`src/spcf_pkg.sv`:
```
// Shared constants, state codes and carrier types of the serial control block
package spcf_pkg;
    // Register offsets
    localparam logic [7:0] CTRL_OFS = 8'h00;
    localparam logic [7:0] TXD_OFS = 8'h04;
    localparam logic [7:0] RXD_OFS = 8'h08;
    localparam logic [7:0] DIV_OFS = 8'h0C;
    localparam logic [7:0] IST_OFS = 8'h10;
    localparam logic [7:0] ICLR_OFS = 8'h14;
    localparam logic [7:0] IEN_OFS = 8'h18;
    // Field positions of the control status word
    localparam int RUN_BIT = 0;
    localparam int LEN_LSB = 3;
    localparam int LEN_MSB = 7;
    localparam int LSB_BIT = 10;
    localparam int IDLE_BIT = 11;
    localparam int GAP_LSB = 12;
    localparam int GAP_MSB = 15;
    localparam int FLAG_BIT = 16;
    localparam int IE_BIT = 17;
    localparam int SLAVE_BIT = 18;
    localparam int SWAP_BIT = 19;
    localparam int QUEUE_BIT = 21;
    localparam int TXE_BIT = 26;
    localparam int TXF_BIT = 27;
    // Values after reset
    localparam logic [3:0] GAP_RST = 4'h3;
    localparam logic [4:0] LEN_RST = 5'h08;
    localparam logic [7:0] DIV_RST = 8'h00;
    localparam logic [4:0] PINS_RST = 5'h0B;
    // Interrupt event bits
    localparam int EV_UNIT = 0;
    localparam int EV_EMPTY = 1;
    localparam int EV_W = 2;
    // Engine states, Gray along idle, gap, run
    typedef enum logic [1:0] {
        SP_IDLE = 2'b00,
        SP_GAP = 2'b01,
        SP_RUN = 2'b11
    } spcf_state_t;
    // Register port request
    typedef struct packed {
        logic wr;
        logic rd;
        logic [7:0] addr;
        logic [31:0] wdata;
    } spcf_bus_t;
    // Serial pins driven by the block
    typedef struct packed {
        logic sclkOut;
        logic sclkOeN;
        logic sdo;
        logic sdoOeN;
        logic ssOutN;
    } spcf_pins_t;
endpackage

```
`src/spcf_ctrl.sv`:
```
// Serial peripheral controller: control fields, shift engine, interrupt
// What this block does
// - Queue master: idle and drained clears run
// - Master byte swap inserts byte gaps of gap length
// - Byte swap only for 16, 24, 32 bits
// - Role bit: 0 master, 1 slave
// - Interrupt only while enable bit set
// - Unit flag set on done, write-one clears
// - Master word spacing is gap plus half
// - Idle level bit sets idle clock level
// - Bit order bit selects LSB first
// - Word length field sets bits per word
// - Length code 0 is 32, 8..31 literal
// - Queue master: data write sets run
// - Non-queue run write starts or readies
`timescale 1ns/10ps
module spcf_ctrl (
    // Clock and reset
    input wire logic clk,
    input wire logic rst_n,
    // Register port
    input wire spcf_pkg::spcf_bus_t bus,
    output logic [31:0] rdData,
    // Serial pins
    input wire logic sclkIn,
    input wire logic sdi,
    input wire logic ssInN,
    output spcf_pkg::spcf_pins_t pins,
    // Interrupt
    output logic irq
);
    import spcf_pkg::*;

    // Control fields
    logic run_ff, nxt_run;
    logic [4:0] lenSel_ff, nxt_lenSel;
    logic lsbFirst_ff, nxt_lsbFirst;
    logic idleHigh_ff, nxt_idleHigh;
    logic [3:0] gap_ff, nxt_gap;
    logic ie_ff, nxt_ie;
    logic slave_ff, nxt_slave;
    logic swap_ff, nxt_swap;
    logic queue_ff, nxt_queue;
    logic [7:0] div_ff, nxt_div;
    logic [EV_W-1:0] ist_ff, nxt_ist;
    logic [EV_W-1:0] ien_ff, nxt_ien;
    logic [31:0] txHold_ff, nxt_txHold;
    logic holdFull_ff, nxt_holdFull;
    logic [31:0] rxWord_ff, nxt_rxWord;
    logic [31:0] rdData_ff, nxt_rdData;
    logic irq_ff, nxt_irq;
    // Engine state
    spcf_state_t state_ff, nxt_state;
    logic [7:0] hcnt_ff, nxt_hcnt;
    logic [4:0] gcnt_ff, nxt_gcnt;
    logic phase_ff, nxt_phase;
    logic [5:0] bitCnt_ff, nxt_bitCnt;
    logic [31:0] shTx_ff, nxt_shTx;
    logic [31:0] shRx_ff, nxt_shRx;
    spcf_pins_t pins_ff, nxt_pins;
    logic sclkPrev_ff, nxt_sclkPrev;
    // Engine events toward the register group
    logic wordDone;
    logic takeHold;
    logic drained;
    // Synchronised pins
    logic [2:0] pinSync;
    logic sclkS, sdiS, ssS;

    // Word length code to bit count
    function automatic logic [5:0] wordBits(input logic [4:0] code);
        if (code == 5'h00) begin
            wordBits = 6'h20;
        end else if (code < 5'h08) begin
            wordBits = 6'h08;
        end else begin
            wordBits = {1'b0, code};
        end
    endfunction

    // Lengths that allow byte swap
    function automatic logic swapOk(input logic [5:0] bits);
        swapOk = (bits == 6'h10) || (bits == 6'h18) || (bits == 6'h20);
    endfunction

    // Reverse byte order within the word
    function automatic logic [31:0] byteSwap(input logic [31:0] w, input logic [5:0] bits);
        if (bits == 6'h10) begin
            byteSwap = {16'h0000, w[7:0], w[15:8]};
        end else if (bits == 6'h18) begin
            byteSwap = {8'h00, w[7:0], w[15:8], w[23:16]};
        end else begin
            byteSwap = {w[7:0], w[15:8], w[23:16], w[31:24]};
        end
    endfunction

    // Bit presented on the data line
    function automatic logic outBit(input logic [31:0] sh, input logic lsb,
                                    input logic [5:0] bits);
        outBit = lsb ? sh[0] : sh[5'(bits - 6'h01)];
    endfunction

    // Receive shift by bit order
    function automatic logic [31:0] shiftIn(input logic [31:0] rx, input logic b,
                                            input logic lsb, input logic [5:0] bits);
        if (lsb) begin
            shiftIn = (rx >> 1) | (32'(b) << 5'(bits - 6'h01));
        end else begin
            shiftIn = {rx[30:0], b};
        end
    endfunction

    // Pin synchronisers
    spcf_sync #(.W(3)) uSync (
        .clk(clk),
        .rst_n(rst_n),
        .asyncIn({sclkIn, sdi, ssInN}),
        .syncOut(pinSync)
    );
    assign sclkS = pinSync[2];
    assign sdiS = pinSync[1];
    assign ssS = pinSync[0];

    // Shift engine, master and slave
    always_comb begin
        logic [5:0] bits;
        logic swapOn;
        logic [31:0] loadVal;
        logic [31:0] shifted;
        logic tick;
        logic lead;
        logic trail;
        bits = wordBits(lenSel_ff);
        swapOn = swap_ff && swapOk(bits);
        loadVal = swapOn ? byteSwap(txHold_ff, bits) : txHold_ff;
        shifted = lsbFirst_ff ? (shTx_ff >> 1) : (shTx_ff << 1);
        tick = (hcnt_ff == 8'h00);
        lead = (sclkS != sclkPrev_ff) && (sclkS != idleHigh_ff);
        trail = (sclkS != sclkPrev_ff) && (sclkS == idleHigh_ff);
        nxt_state = state_ff;
        nxt_hcnt = tick ? div_ff : 8'(hcnt_ff - 8'h01);
        nxt_gcnt = gcnt_ff;
        nxt_phase = phase_ff;
        nxt_bitCnt = bitCnt_ff;
        nxt_shTx = shTx_ff;
        nxt_shRx = shRx_ff;
        nxt_rxWord = rxWord_ff;
        nxt_pins = pins_ff;
        nxt_sclkPrev = sclkS;
        wordDone = 1'b0;
        takeHold = 1'b0;
        drained = 1'b0;
        nxt_pins.sclkOeN = slave_ff;
        if (slave_ff) begin
            // slave relies on select held through gaps
            nxt_pins.ssOutN = 1'b1;
            if (!run_ff || ssS) begin
                nxt_state = SP_IDLE;
                nxt_pins.sdoOeN = 1'b1;
                nxt_bitCnt = 6'h00;
            end else if (state_ff == SP_IDLE) begin
                nxt_state = SP_RUN;
                takeHold = holdFull_ff;
                nxt_shTx = holdFull_ff ? loadVal : 32'h0000_0000;
                nxt_shRx = 32'h0000_0000;
                nxt_pins.sdo = holdFull_ff ? outBit(loadVal, lsbFirst_ff, bits) : 1'b0;
                nxt_pins.sdoOeN = 1'b0;
            end else if (lead) begin
                nxt_shRx = shiftIn(shRx_ff, sdiS, lsbFirst_ff, bits);
            end else if (trail) begin
                nxt_bitCnt = 6'(bitCnt_ff + 6'h01);
                nxt_shTx = shifted;
                nxt_pins.sdo = outBit(shifted, lsbFirst_ff, bits);
                if (6'(bitCnt_ff + 6'h01) == bits) begin
                    wordDone = 1'b1;
                    nxt_rxWord = shRx_ff;
                    nxt_bitCnt = 6'h00;
                    nxt_shRx = 32'h0000_0000;
                    takeHold = holdFull_ff;
                    nxt_shTx = holdFull_ff ? loadVal : 32'h0000_0000;
                    nxt_pins.sdo = holdFull_ff ? outBit(loadVal, lsbFirst_ff, bits) : 1'b0;
                end
            end
        end else begin
            nxt_pins.sdoOeN = 1'b0;
            case (state_ff)
                SP_IDLE: begin
                    nxt_pins.sclkOut = idleHigh_ff;
                    nxt_pins.ssOutN = 1'b1;
                    nxt_hcnt = div_ff;
                    if (run_ff && holdFull_ff) begin
                        takeHold = 1'b1;
                        nxt_shTx = loadVal;
                        nxt_shRx = 32'h0000_0000;
                        nxt_bitCnt = 6'h00;
                        // first bit by order and length
                        nxt_pins.sdo = outBit(loadVal, lsbFirst_ff, bits);
                        nxt_pins.ssOutN = 1'b0;
                        nxt_gcnt = 5'h00;
                        nxt_state = SP_GAP;
                    end
                end
                SP_GAP: begin
                    if (tick) begin
                        if (gcnt_ff == 5'h00) begin
                            nxt_pins.sclkOut = !idleHigh_ff;
                            nxt_shRx = shiftIn(shRx_ff, sdiS, lsbFirst_ff, bits);
                            nxt_phase = 1'b1;
                            nxt_state = SP_RUN;
                        end else begin
                            nxt_gcnt = 5'(gcnt_ff - 5'h01);
                        end
                    end
                end
                SP_RUN: begin
                    if (tick && !phase_ff) begin
                        nxt_pins.sclkOut = !idleHigh_ff;
                        nxt_shRx = shiftIn(shRx_ff, sdiS, lsbFirst_ff, bits);
                        nxt_phase = 1'b1;
                    end else if (tick) begin
                        nxt_pins.sclkOut = idleHigh_ff;
                        nxt_phase = 1'b0;
                        nxt_shTx = shifted;
                        nxt_pins.sdo = outBit(shifted, lsbFirst_ff, bits);
                        nxt_bitCnt = 6'(bitCnt_ff + 6'h01);
                        if (6'(bitCnt_ff + 6'h01) == bits) begin
                            wordDone = 1'b1;
                            nxt_rxWord = shRx_ff;
                            // next word after gap plus half
                            if (queue_ff && holdFull_ff) begin
                                takeHold = 1'b1;
                                nxt_shTx = loadVal;
                                nxt_shRx = 32'h0000_0000;
                                nxt_bitCnt = 6'h00;
                                nxt_pins.sdo = outBit(loadVal, lsbFirst_ff, bits);
                                nxt_gcnt = {gap_ff, 1'b0};
                                nxt_state = SP_GAP;
                            end else begin
                                drained = queue_ff;
                                nxt_state = SP_IDLE;
                            end
                        end else if (swapOn && gap_ff != 4'h0 &&
                                     nxt_bitCnt[2:0] == 3'h0) begin
                            nxt_gcnt = {gap_ff, 1'b0};
                            nxt_state = SP_GAP;
                        end
                    end
                end
                default: begin
                    nxt_state = SP_IDLE;
                end
            endcase
        end
    end

    // Register writes, reads and interrupt
    always_comb begin
        nxt_run = run_ff;
        nxt_lenSel = lenSel_ff;
        nxt_lsbFirst = lsbFirst_ff;
        nxt_idleHigh = idleHigh_ff;
        nxt_gap = gap_ff;
        nxt_ie = ie_ff;
        nxt_slave = slave_ff;
        nxt_swap = swap_ff;
        nxt_queue = queue_ff;
        nxt_div = div_ff;
        nxt_ist = ist_ff;
        nxt_ien = ien_ff;
        nxt_txHold = txHold_ff;
        nxt_holdFull = holdFull_ff && !takeHold;
        nxt_rdData = 32'h0000_0000;
        if (!slave_ff && queue_ff && state_ff == SP_IDLE && !holdFull_ff) begin
            nxt_run = 1'b0;
        end
        if (!slave_ff && !queue_ff && wordDone) begin
            nxt_run = 1'b0;
        end
        if (bus.wr) begin
            case (bus.addr)
                CTRL_OFS: begin
                    if (!queue_ff && bus.wdata[RUN_BIT]) begin
                        nxt_run = 1'b1;
                    end
                    nxt_lenSel = bus.wdata[LEN_MSB:LEN_LSB];
                    nxt_lsbFirst = bus.wdata[LSB_BIT];
                    nxt_idleHigh = bus.wdata[IDLE_BIT];
                    nxt_gap = bus.wdata[GAP_MSB:GAP_LSB];
                    nxt_ie = bus.wdata[IE_BIT];
                    nxt_slave = bus.wdata[SLAVE_BIT];
                    nxt_swap = bus.wdata[SWAP_BIT];
                    nxt_queue = bus.wdata[QUEUE_BIT];
                    if (bus.wdata[FLAG_BIT]) begin
                        nxt_ist[EV_UNIT] = 1'b0;
                    end
                end
                TXD_OFS: begin
                    nxt_txHold = bus.wdata;
                    nxt_holdFull = 1'b1;
                    if (queue_ff && !slave_ff) begin
                        nxt_run = 1'b1;
                    end
                end
                DIV_OFS: nxt_div = bus.wdata[7:0];
                ICLR_OFS: nxt_ist = nxt_ist & ~bus.wdata[EV_W-1:0];
                IEN_OFS: nxt_ien = bus.wdata[EV_W-1:0];
                default: begin
                end
            endcase
        end
        if (wordDone) begin
            nxt_ist[EV_UNIT] = 1'b1;
        end
        if (drained) begin
            nxt_ist[EV_EMPTY] = 1'b1;
        end
        nxt_irq = ie_ff && |(ist_ff & ien_ff);
        if (bus.rd) begin
            case (bus.addr)
                CTRL_OFS: begin
                    nxt_rdData[RUN_BIT] = slave_ff ? 1'b1 : run_ff;
                    nxt_rdData[LEN_MSB:LEN_LSB] = lenSel_ff;
                    nxt_rdData[LSB_BIT] = lsbFirst_ff;
                    nxt_rdData[IDLE_BIT] = idleHigh_ff;
                    nxt_rdData[GAP_MSB:GAP_LSB] = gap_ff;
                    nxt_rdData[FLAG_BIT] = ist_ff[EV_UNIT];
                    nxt_rdData[IE_BIT] = ie_ff;
                    nxt_rdData[SLAVE_BIT] = slave_ff;
                    nxt_rdData[SWAP_BIT] = swap_ff;
                    nxt_rdData[QUEUE_BIT] = queue_ff;
                    nxt_rdData[TXE_BIT] = !holdFull_ff;
                    nxt_rdData[TXF_BIT] = holdFull_ff;
                end
                RXD_OFS: nxt_rdData = rxWord_ff;
                DIV_OFS: nxt_rdData[7:0] = div_ff;
                IST_OFS: nxt_rdData[EV_W-1:0] = ist_ff;
                IEN_OFS: nxt_rdData[EV_W-1:0] = ien_ff;
                default: nxt_rdData = 32'h0000_0000;
            endcase
        end
    end

    // Register stage
    always_ff @(posedge clk) begin
        if (!rst_n) begin
            run_ff <= 1'b0;
            lenSel_ff <= LEN_RST;
            lsbFirst_ff <= 1'b0;
            idleHigh_ff <= 1'b0;
            gap_ff <= GAP_RST;
            ie_ff <= 1'b0;
            slave_ff <= 1'b0;
            swap_ff <= 1'b0;
            queue_ff <= 1'b0;
            div_ff <= DIV_RST;
            ist_ff <= '0;
            ien_ff <= '0;
            txHold_ff <= 32'h0000_0000;
            holdFull_ff <= 1'b0;
            rxWord_ff <= 32'h0000_0000;
            rdData_ff <= 32'h0000_0000;
            irq_ff <= 1'b0;
            state_ff <= SP_IDLE;
            hcnt_ff <= 8'h00;
            gcnt_ff <= 5'h00;
            phase_ff <= 1'b0;
            bitCnt_ff <= 6'h00;
            shTx_ff <= 32'h0000_0000;
            shRx_ff <= 32'h0000_0000;
            pins_ff <= PINS_RST;
            sclkPrev_ff <= 1'b0;
        end else begin
            run_ff <= nxt_run;
            lenSel_ff <= nxt_lenSel;
            lsbFirst_ff <= nxt_lsbFirst;
            idleHigh_ff <= nxt_idleHigh;
            gap_ff <= nxt_gap;
            ie_ff <= nxt_ie;
            slave_ff <= nxt_slave;
            swap_ff <= nxt_swap;
            queue_ff <= nxt_queue;
            div_ff <= nxt_div;
            ist_ff <= nxt_ist;
            ien_ff <= nxt_ien;
            txHold_ff <= nxt_txHold;
            holdFull_ff <= nxt_holdFull;
            rxWord_ff <= nxt_rxWord;
            rdData_ff <= nxt_rdData;
            irq_ff <= nxt_irq;
            state_ff <= nxt_state;
            hcnt_ff <= nxt_hcnt;
            gcnt_ff <= nxt_gcnt;
            phase_ff <= nxt_phase;
            bitCnt_ff <= nxt_bitCnt;
            shTx_ff <= nxt_shTx;
            shRx_ff <= nxt_shRx;
            pins_ff <= nxt_pins;
            sclkPrev_ff <= nxt_sclkPrev;
        end
    end

    // Outputs straight from flip-flops
    assign rdData = rdData_ff;
    assign pins = pins_ff;
    assign irq = irq_ff;
endmodule

```
`src/spcf_sync.sv`:
```
// Two-stage synchroniser for pin inputs
`timescale 1ns/10ps
module spcf_sync #(
    parameter int W = 3
) (
    // Clock and reset
    input wire logic clk,
    input wire logic rst_n,
    // Asynchronous inputs and synchronised copies
    input wire logic [W-1:0] asyncIn,
    output logic [W-1:0] syncOut
);
    logic [W-1:0] stage1_ff;
    logic [W-1:0] stage2_ff;

    if (W < 1) begin : gWidthCheck
        $error("spcf_sync width must be at least one");
    end

    // First stage feeds only the second
    always_ff @(posedge clk) begin
        if (!rst_n) begin
            stage1_ff <= '0;
            stage2_ff <= '0;
        end else begin
            stage1_ff <= asyncIn;
            stage2_ff <= stage1_ff;
        end
    end

    assign syncOut = stage2_ff;
endmodule

```
`config.mk`:
```
export PLATFORM = sky130hd
export DESIGN_NAME = spcf_ctrl
export DESIGN_NICKNAME = d
export VERILOG_FILES = /design/src/spcf_pkg.sv /design/src/spcf_ctrl.sv /design/src/spcf_sync.sv
export SDC_FILE = /design/constraint.sdc
export NUM_CORES = 1
export LEC_CHECK = 0
export ABC_AREA = 1
export BUFFER_PORTS_ARGS = -buffer_cell sky130_fd_sc_hd__clkbuf_2
export CAP_MARGIN = 20
export CELL_PAD_IN_SITES_DETAIL_PLACEMENT = 1
export CELL_PAD_IN_SITES_GLOBAL_PLACEMENT = 2
export CORE_ASPECT_RATIO = 1.5
export CORE_MARGIN = 5
export CORE_UTILIZATION = 30
export DETAILED_ROUTE_END_ITERATION = 6
export PLACE_DENSITY_LB_ADDON = 0.1
export SLEW_MARGIN = 5
export SYNTH_ARGS = -nofsm -noshare
export SYNTH_HDL_FRONTEND = slang
export SYNTH_HIERARCHICAL = 1
export SYNTH_SLANG_ARGS = --single-unit
```
`constraint.sdc`:
```
create_clock -name clk -period 2.91 [get_ports clk]
set_input_delay 0.1455 -clock clk [delete_from_list [all_inputs] [get_ports clk]]
set_output_delay 0.1455 -clock clk [all_outputs]
set_load 0.03 [all_outputs]
```
# After elaboration in Yosys (flattened, before gate mapping)
# Index checks and enable logic that the tools add are counted.
# word_totals
regBits,224
latch_bits,0
ram_bits,0
rom_bits,0
word_cells,316
mem_count,0
# classes
n_addsub,4
multipliers,0
n_div,0
order_cmp,2
n_eq_ne,47
n_shift,1
muxes,161
bitwise,6
n_reduce_logical,61
# op_table
op,count
$mux W32,39
$pmux W32 S3,1
$mux W6,12
$mux W1,66
$pmux W32 S2,1
$mux W5,9
$or A31 B32 Y32,1
$shl A1 B5 Y32,1
$ne A3 B3 Y1 const B,10
$pmux W5 S3,2
$reduce_and A7 Y1,4
$eq A8 B5 Y1 const B,3
$mux W8,3
$mux W2,11
$ne A2 B2 Y1 const B,10
$pmux W10 S2,1
$eq A8 B4 Y1 const B,2
$logic_and A1 B1 Y1,16
$logic_not A8 Y1,2
$ne A4 B4 Y1 const B,4
$pmux W1 S2,7
$eq A6 B5 Y1 const B,2
$pmux W6 S2,1
$reduce_and A2 Y1,6
other kinds (39),68

# Depth between registers and ports, before layout
# depth
depth_word,18
ltp_mapped,24

# Hierarchy
# The synthesis kept the hierarchy.
# by_module_without_submodules
module,n_inst,cells_per_inst,area_per_inst_um2,seq_area_each_um2
spcf_ctrl,1,1822,11915.2,4364.2
spcf_sync,1,18,165.2,120.1

# Worst setup path before layout
# No wires, ideal clock.
# synth_path
path_type,register -> register
startpoint,register lenSel_ff[4]
endpoint,"register pins_ff, in the netlist pins[2]"
setup_time_ns,0.071
t_arrival_ns,2.823
required_ns,2.839
setup_slack_ns,0.017
stages_incl_launch_ff,24
path_buffers,3
cell_sequence,dfxtp_1 > buf_6 > inv_4 > nand2_2 > nand2_4 > clkbuf_1 > ha_1 > nand4_1 > inv_1 > buf_2 > nand2_1 > nand3_1 > nand2_1 > nand3_1 > nand3_1 > nand3_1 > nand3_1 > nand3_1 > nand3_1 > nand3_1 > nand2_1 > nand2_1 > nand3_1 > a21oi_1
# synth_via
elab_chain_cells,18
# synth_rtl
item,line_no,rtl
from (decl),spcf_ctrl.sv:36,"logic [4:0] lenSel_ff, nxt_lenSel;"
from (signal assigned),spcf_ctrl.sv:374,lenSel_ff <= nxt_lenSel;
$lt A5 B4 Y1,spcf_ctrl.sv:74,end else if (code < 5'h08) begin
$mux W5,spcf_ctrl.sv:74,
$mux W6 *,spcf_ctrl.sv:72,if (code == 5'h00) begin
$eq A6 B5 Y1 (on tied branches),"spcf_ctrl.sv:83, spcf_ctrl.sv:88, spcf_ctrl.sv:90",
$logic_or A1 B1 Y1 (2 in series),spcf_ctrl.sv:83,swapOk = (bits == 6'h10) || (bits == 6'h18) || (bits == 6'h20);
$logic_and A1 B1 Y1,spcf_ctrl.sv:134,swapOn = swap_ff && swapOk(bits);
$mux W32,spcf_ctrl.sv:135,"loadVal = swapOn ? byteSwap(txHold_ff, bits) : txHold_ff;"
$bmux W1 S5,spcf_ctrl.sv:100,outBit = lsb ? sh[0] : sh[5'(bits - 6'h01)];
$mux W1 (not written as such),spcf_ctrl.sv:100,
$mux W1,spcf_ctrl.sv:100,
$mux W1,"spcf_ctrl.sv:166, spcf_ctrl.sv:181",
$mux W1,spcf_ctrl.sv:174,if (6'(bitCnt_ff + 6'h01) == bits) begin
$mux W1,spcf_ctrl.sv:170,end else if (trail) begin
$mux W1,spcf_ctrl.sv:168,end else if (lead) begin
$mux W1,spcf_ctrl.sv:161,end else if (state_ff == SP_IDLE) begin
$mux W1,spcf_ctrl.sv:157,if (!run_ff || ssS) begin
$mux W3 *,spcf_ctrl.sv:154,if (slave_ff) begin
to (signal assigned),spcf_ctrl.sv:397,pins_ff <= nxt_pins;
to (decl),spcf_ctrl.sv:60,"spcf_pins_t pins_ff, nxt_pins;"
# Mark *: on every way between the ends. The rest lies on a longest branch, timed or not. The select of a mux whose other input is x is not followed.
# A chain may end at the register's enable or synchronous reset.

# Final worst setup path
# layout_path
startpoint,register lenSel_ff[3]
endpoint,"register pins_ff, in the netlist pins[2]"
# Same word-level chain as after synthesis.

==> metrics.md <==
| Metric | Value |
|---|---|
| Syn Area/Cell | 6.57 um^2 |
| All-Layer GR Usage | 0.229 |
| Leak | 0.00597 uW |
| Vias/cell | approximately 5.2 |
| Detailed Route WL | 53.5 mm |
| Worst r2r src | lenSel_ff[3]$_SDFFE_PN1P_ |
| DR iter-0 viols | 469 |
| Critical path's top delay family | simple AND/OR/NAND/NOR gates |
| Post-layout min period | 2.76 ns |
| Cell Chain, Critical Path | inv_2 > nand2_4 > nand2_2 > ha_4 > nand4_1 > clkinvlp_4 > buf_4 > nand2_1 > nand3_2 > nand2_1 > nand3_1 > nand3_1 > nand3_1 > nand3_1 > nand3_1 > nand3_1 > nand3_1 > nand2_1 > nand2_1 > nand3_1 > a21oi_1 |
| Synth top area cells | dfxtp_1 37%, nand2_1 13%, nand3_1 7.8%, o21ai_0 7.3%, a21oi_1 6.8% |
| Crit path buf inv count | 3 |
| Hold path startpoint | rst_n |
| Synthesized Nets | approximately 1900 |
| Grt total ovfl | 0 |
| CP startpoint | lenSel_ff[3]$_SDFFE_PN1P_ |
| Clock Sinks | 224 |
| Number of global-route vias before repair | 13500 |
| Antenna viol nets, final | 0 |
| Post-DR wirelength/cell | 21.6 um |
| Cell variety after synth | 45 |
| Diodes inserted | 0 |
| Htree depth | 1 |
| Area growth syn-to-layout | 23.4% |
| Final Hold Fails | 0 |
| Root Driver | clkbuf_16 |
| FMAX | 0.363 GHz |
| Die area | 44500 um^2 |
| Clk pin slew, worst setup/hold paths | roughly 0.07 ns |
| Hold Crit Class | in2reg |
| Least-Margin Pin Slew | 0.827 ns |
| Mapped Area | 12100 um^2 |
| Die Y | 256 um |
| Initial Util | 0.301 |
| # Max-Cap Violations | 0 |
| PwrDens | 599 nW/um^2 |
| Hold slack | 0.0382 ns |
| Total number of vias | 13000 |
| Seq/Total Area, Yosys | 0.371 |
| Peak VDD IR | 0.442 mV |
| Crit path largest cell delay | 0.34 ns |
| Clock tree buffer depth | 3 |
| DIE WIDTH | roughly 170 um |
| Cells after Synth | 1840 |
| Core area | 40100 um^2 |
| Post-route cell area | about 15000 um^2 |
| Port buffer count | between 80 and 90 |
| Number of top-level pins | 85 |
| WS Path Type | reg2reg |
| Tcrit/Tclk final | 0.948 |
| Yosys warning count | 6 |
| Nets | slightly above 2000 |
| Crit path max fanout | 7 |
| Clk_skew | 0.0175 ns |
| Slowest CP cell | dfxtp_1 |
| Area after DPL | roughly 13000 um^2 |
| CP most frequent cell | nand3_1 |
| Max transition margin | 0.448 |
| Status | complete, no violations |
| Flops & latches, synth | approximately 220 |
| Clock latency on the worst-skew pair | 0.56 ns |
| Critical path capture point type | flop |
| Inserted Clock Buffers | 25 |
| Synth top area share | 0.371 |
| Worst EP required | ~3.4 ns |
| Hpwl dp | 39.3 mm |
| Initial antenna violation count | 0 |
| Final setup viols | 0 |
| First-pass DRT Iterations | 4 |
| First-pass GRT wire length | 80.2 mm |
| Layout cell share with drive strength beyond 1 | 0.131 |
| Placer Congestion | 0.919 |
| Largest net degree at the start of global routing | 99 |
| Worst Path Arrival | 3.20 ns |
| Critical path startpoint category | flop |
| Slew Limit Fails | 0 |
| # rows | 90 |
| TritonCTS clock tree | yes |
| Dominant cell type by area after synthesis | dfxtp_1 |
| DRC | 0 |
[sequential cells by signal (all words and copies together) (netlist names), 6 cells and up]
register / count
shTx_ff: 32
rdData: 32
shRx_ff: 32
rxWord_ff: 32
hcnt_ff: 8
bitCnt_ff: 6
div_ff: 8
txHold_ff: 32
[layer usage]
layer  global-route usage  up-vias  share of wire
li1                     -     6403              -
met2                0.463      165           0.56
met4               0.0729        0          0.037
met5                    0        -              0
met3               0.0199       89          0.021
met1                0.244     6330           0.39
[where the power goes]
| part | internal, uW | total, uW | leakage, uW | switching [uW] |
|---|---|---|---|---|
| sequential | 3260 | 3380 | 0.00181 | 123 |
| combinational | 748 | 2100 | 0.00375 | 1360 |
| clock | 2020 | 3440 | 0.000409 | 1420 |
[tightest hold or removal path, stage by stage]
cell     delay, ns
buf_2         0.23
nand2_1       0.13
inv_1         0.04
[synthesized netlist by cell type (all sizes together)]
library cell and number:
clkinv 5, o221ai 4, mux2i 4, or2 4
buf 19, a21oi 164, o211ai 11, o22ai 24
and3 2, nand4 10, o21a 1, clkbuf 101
inv 186, ha 10, a221oi 1, nand3b 6
nor3 9, nand2 408, nor4 4, a311oi 1
a31oi 33, dfxtp 224, o311ai 1, o21ai 236
xor2 7, xnor2 11, nor2 121, nand3 189
a211oi 35, o31ai 3, o32ai 5, o21bai 1
[cells in the final DEF, fill, tap and decap left out, types with 33 or more instances in the layout]
cell	Yosys	final
o21ai_1	59	62
nand2_1	405	399
o21ai_0	176	173
buf_4	0	69
a211oi_1	35	35
a31oi_1	33	33
nand3_1	188	183
nor2_1	120	119
clkbuf_2	0	83
inv_1	180	175
dlygate4sd3_1	0	38
dfxtp_1	224	222
a21oi_1	164	162
[repair_timing]
action / CTS / global route
hold buffers: 38 / 0
endpoints found under the hold margin: 52 / 0
resized for setup: 0 / 34
setup endpoints to repair: 0 / 30
buffers inserted: 0 / 16
[per-stage QoR]
| stage | TNS [ns] | total power, uW | utilization | instances | worst slack (ns) |
|---|---|---|---|---|---|
| final | 0 | 8920 | 0.372 | 2479 | 0.153 |
| after global routing | -0.0303 | 9400 | 0.372 | 2479 | -0.0303 |
| after CTS | 0 | 8950 | 0.364 | 2458 | 0.0207 |
| after detailed placement | 0 | 5410 | 0.333 | 2379 | 0.0517 |
| after global placement | 0 | 5380 | 0.333 | 2379 | 0.0922 |
| after floorplan | 0 | 4690 | - | 1840 | 0.0166 |
[worst paths after layout]
check | depth (start not counted) | end | slack, ns
setup / recovery | 21 | pins[2]$_SDFFE_PN0P_ | 0.15
hold / removal | 3 | uSync/syncOut[2]$_SDFF_PN0_ | 0.04
hold reg to reg | 2 | uSync/syncOut[1]$_SDFF_PN0_ | 0.41
setup reg to reg | 21 | pins[2]$_SDFFE_PN0P_ | 0.15
[area by class of cell]
class                   count  area (um^2)
clock buffers              31          688
clock inverters            10          165
fillers                  5081        25200
inverters                 191          733
multi-input cells        1305         6480
flip-flops and latches    224         4490
well taps                 506          633
repair buffers            211         1720
repair inverters            1         7.51
[cell families (layout without fill, tap and decap cells)]
family,after synthesis,after routing,share of synthesized area
simple gates,753,753,0.265
compound gates,520,520,0.236
buf+inv,311,444,0.101
flops,224,224,0.371
xor+xnor,18,18,0.0131
fa+ha+maj,10,10,0.0104
mux,4,4,0.00331
No activity file was read; power rests on OpenSTA's default activity.
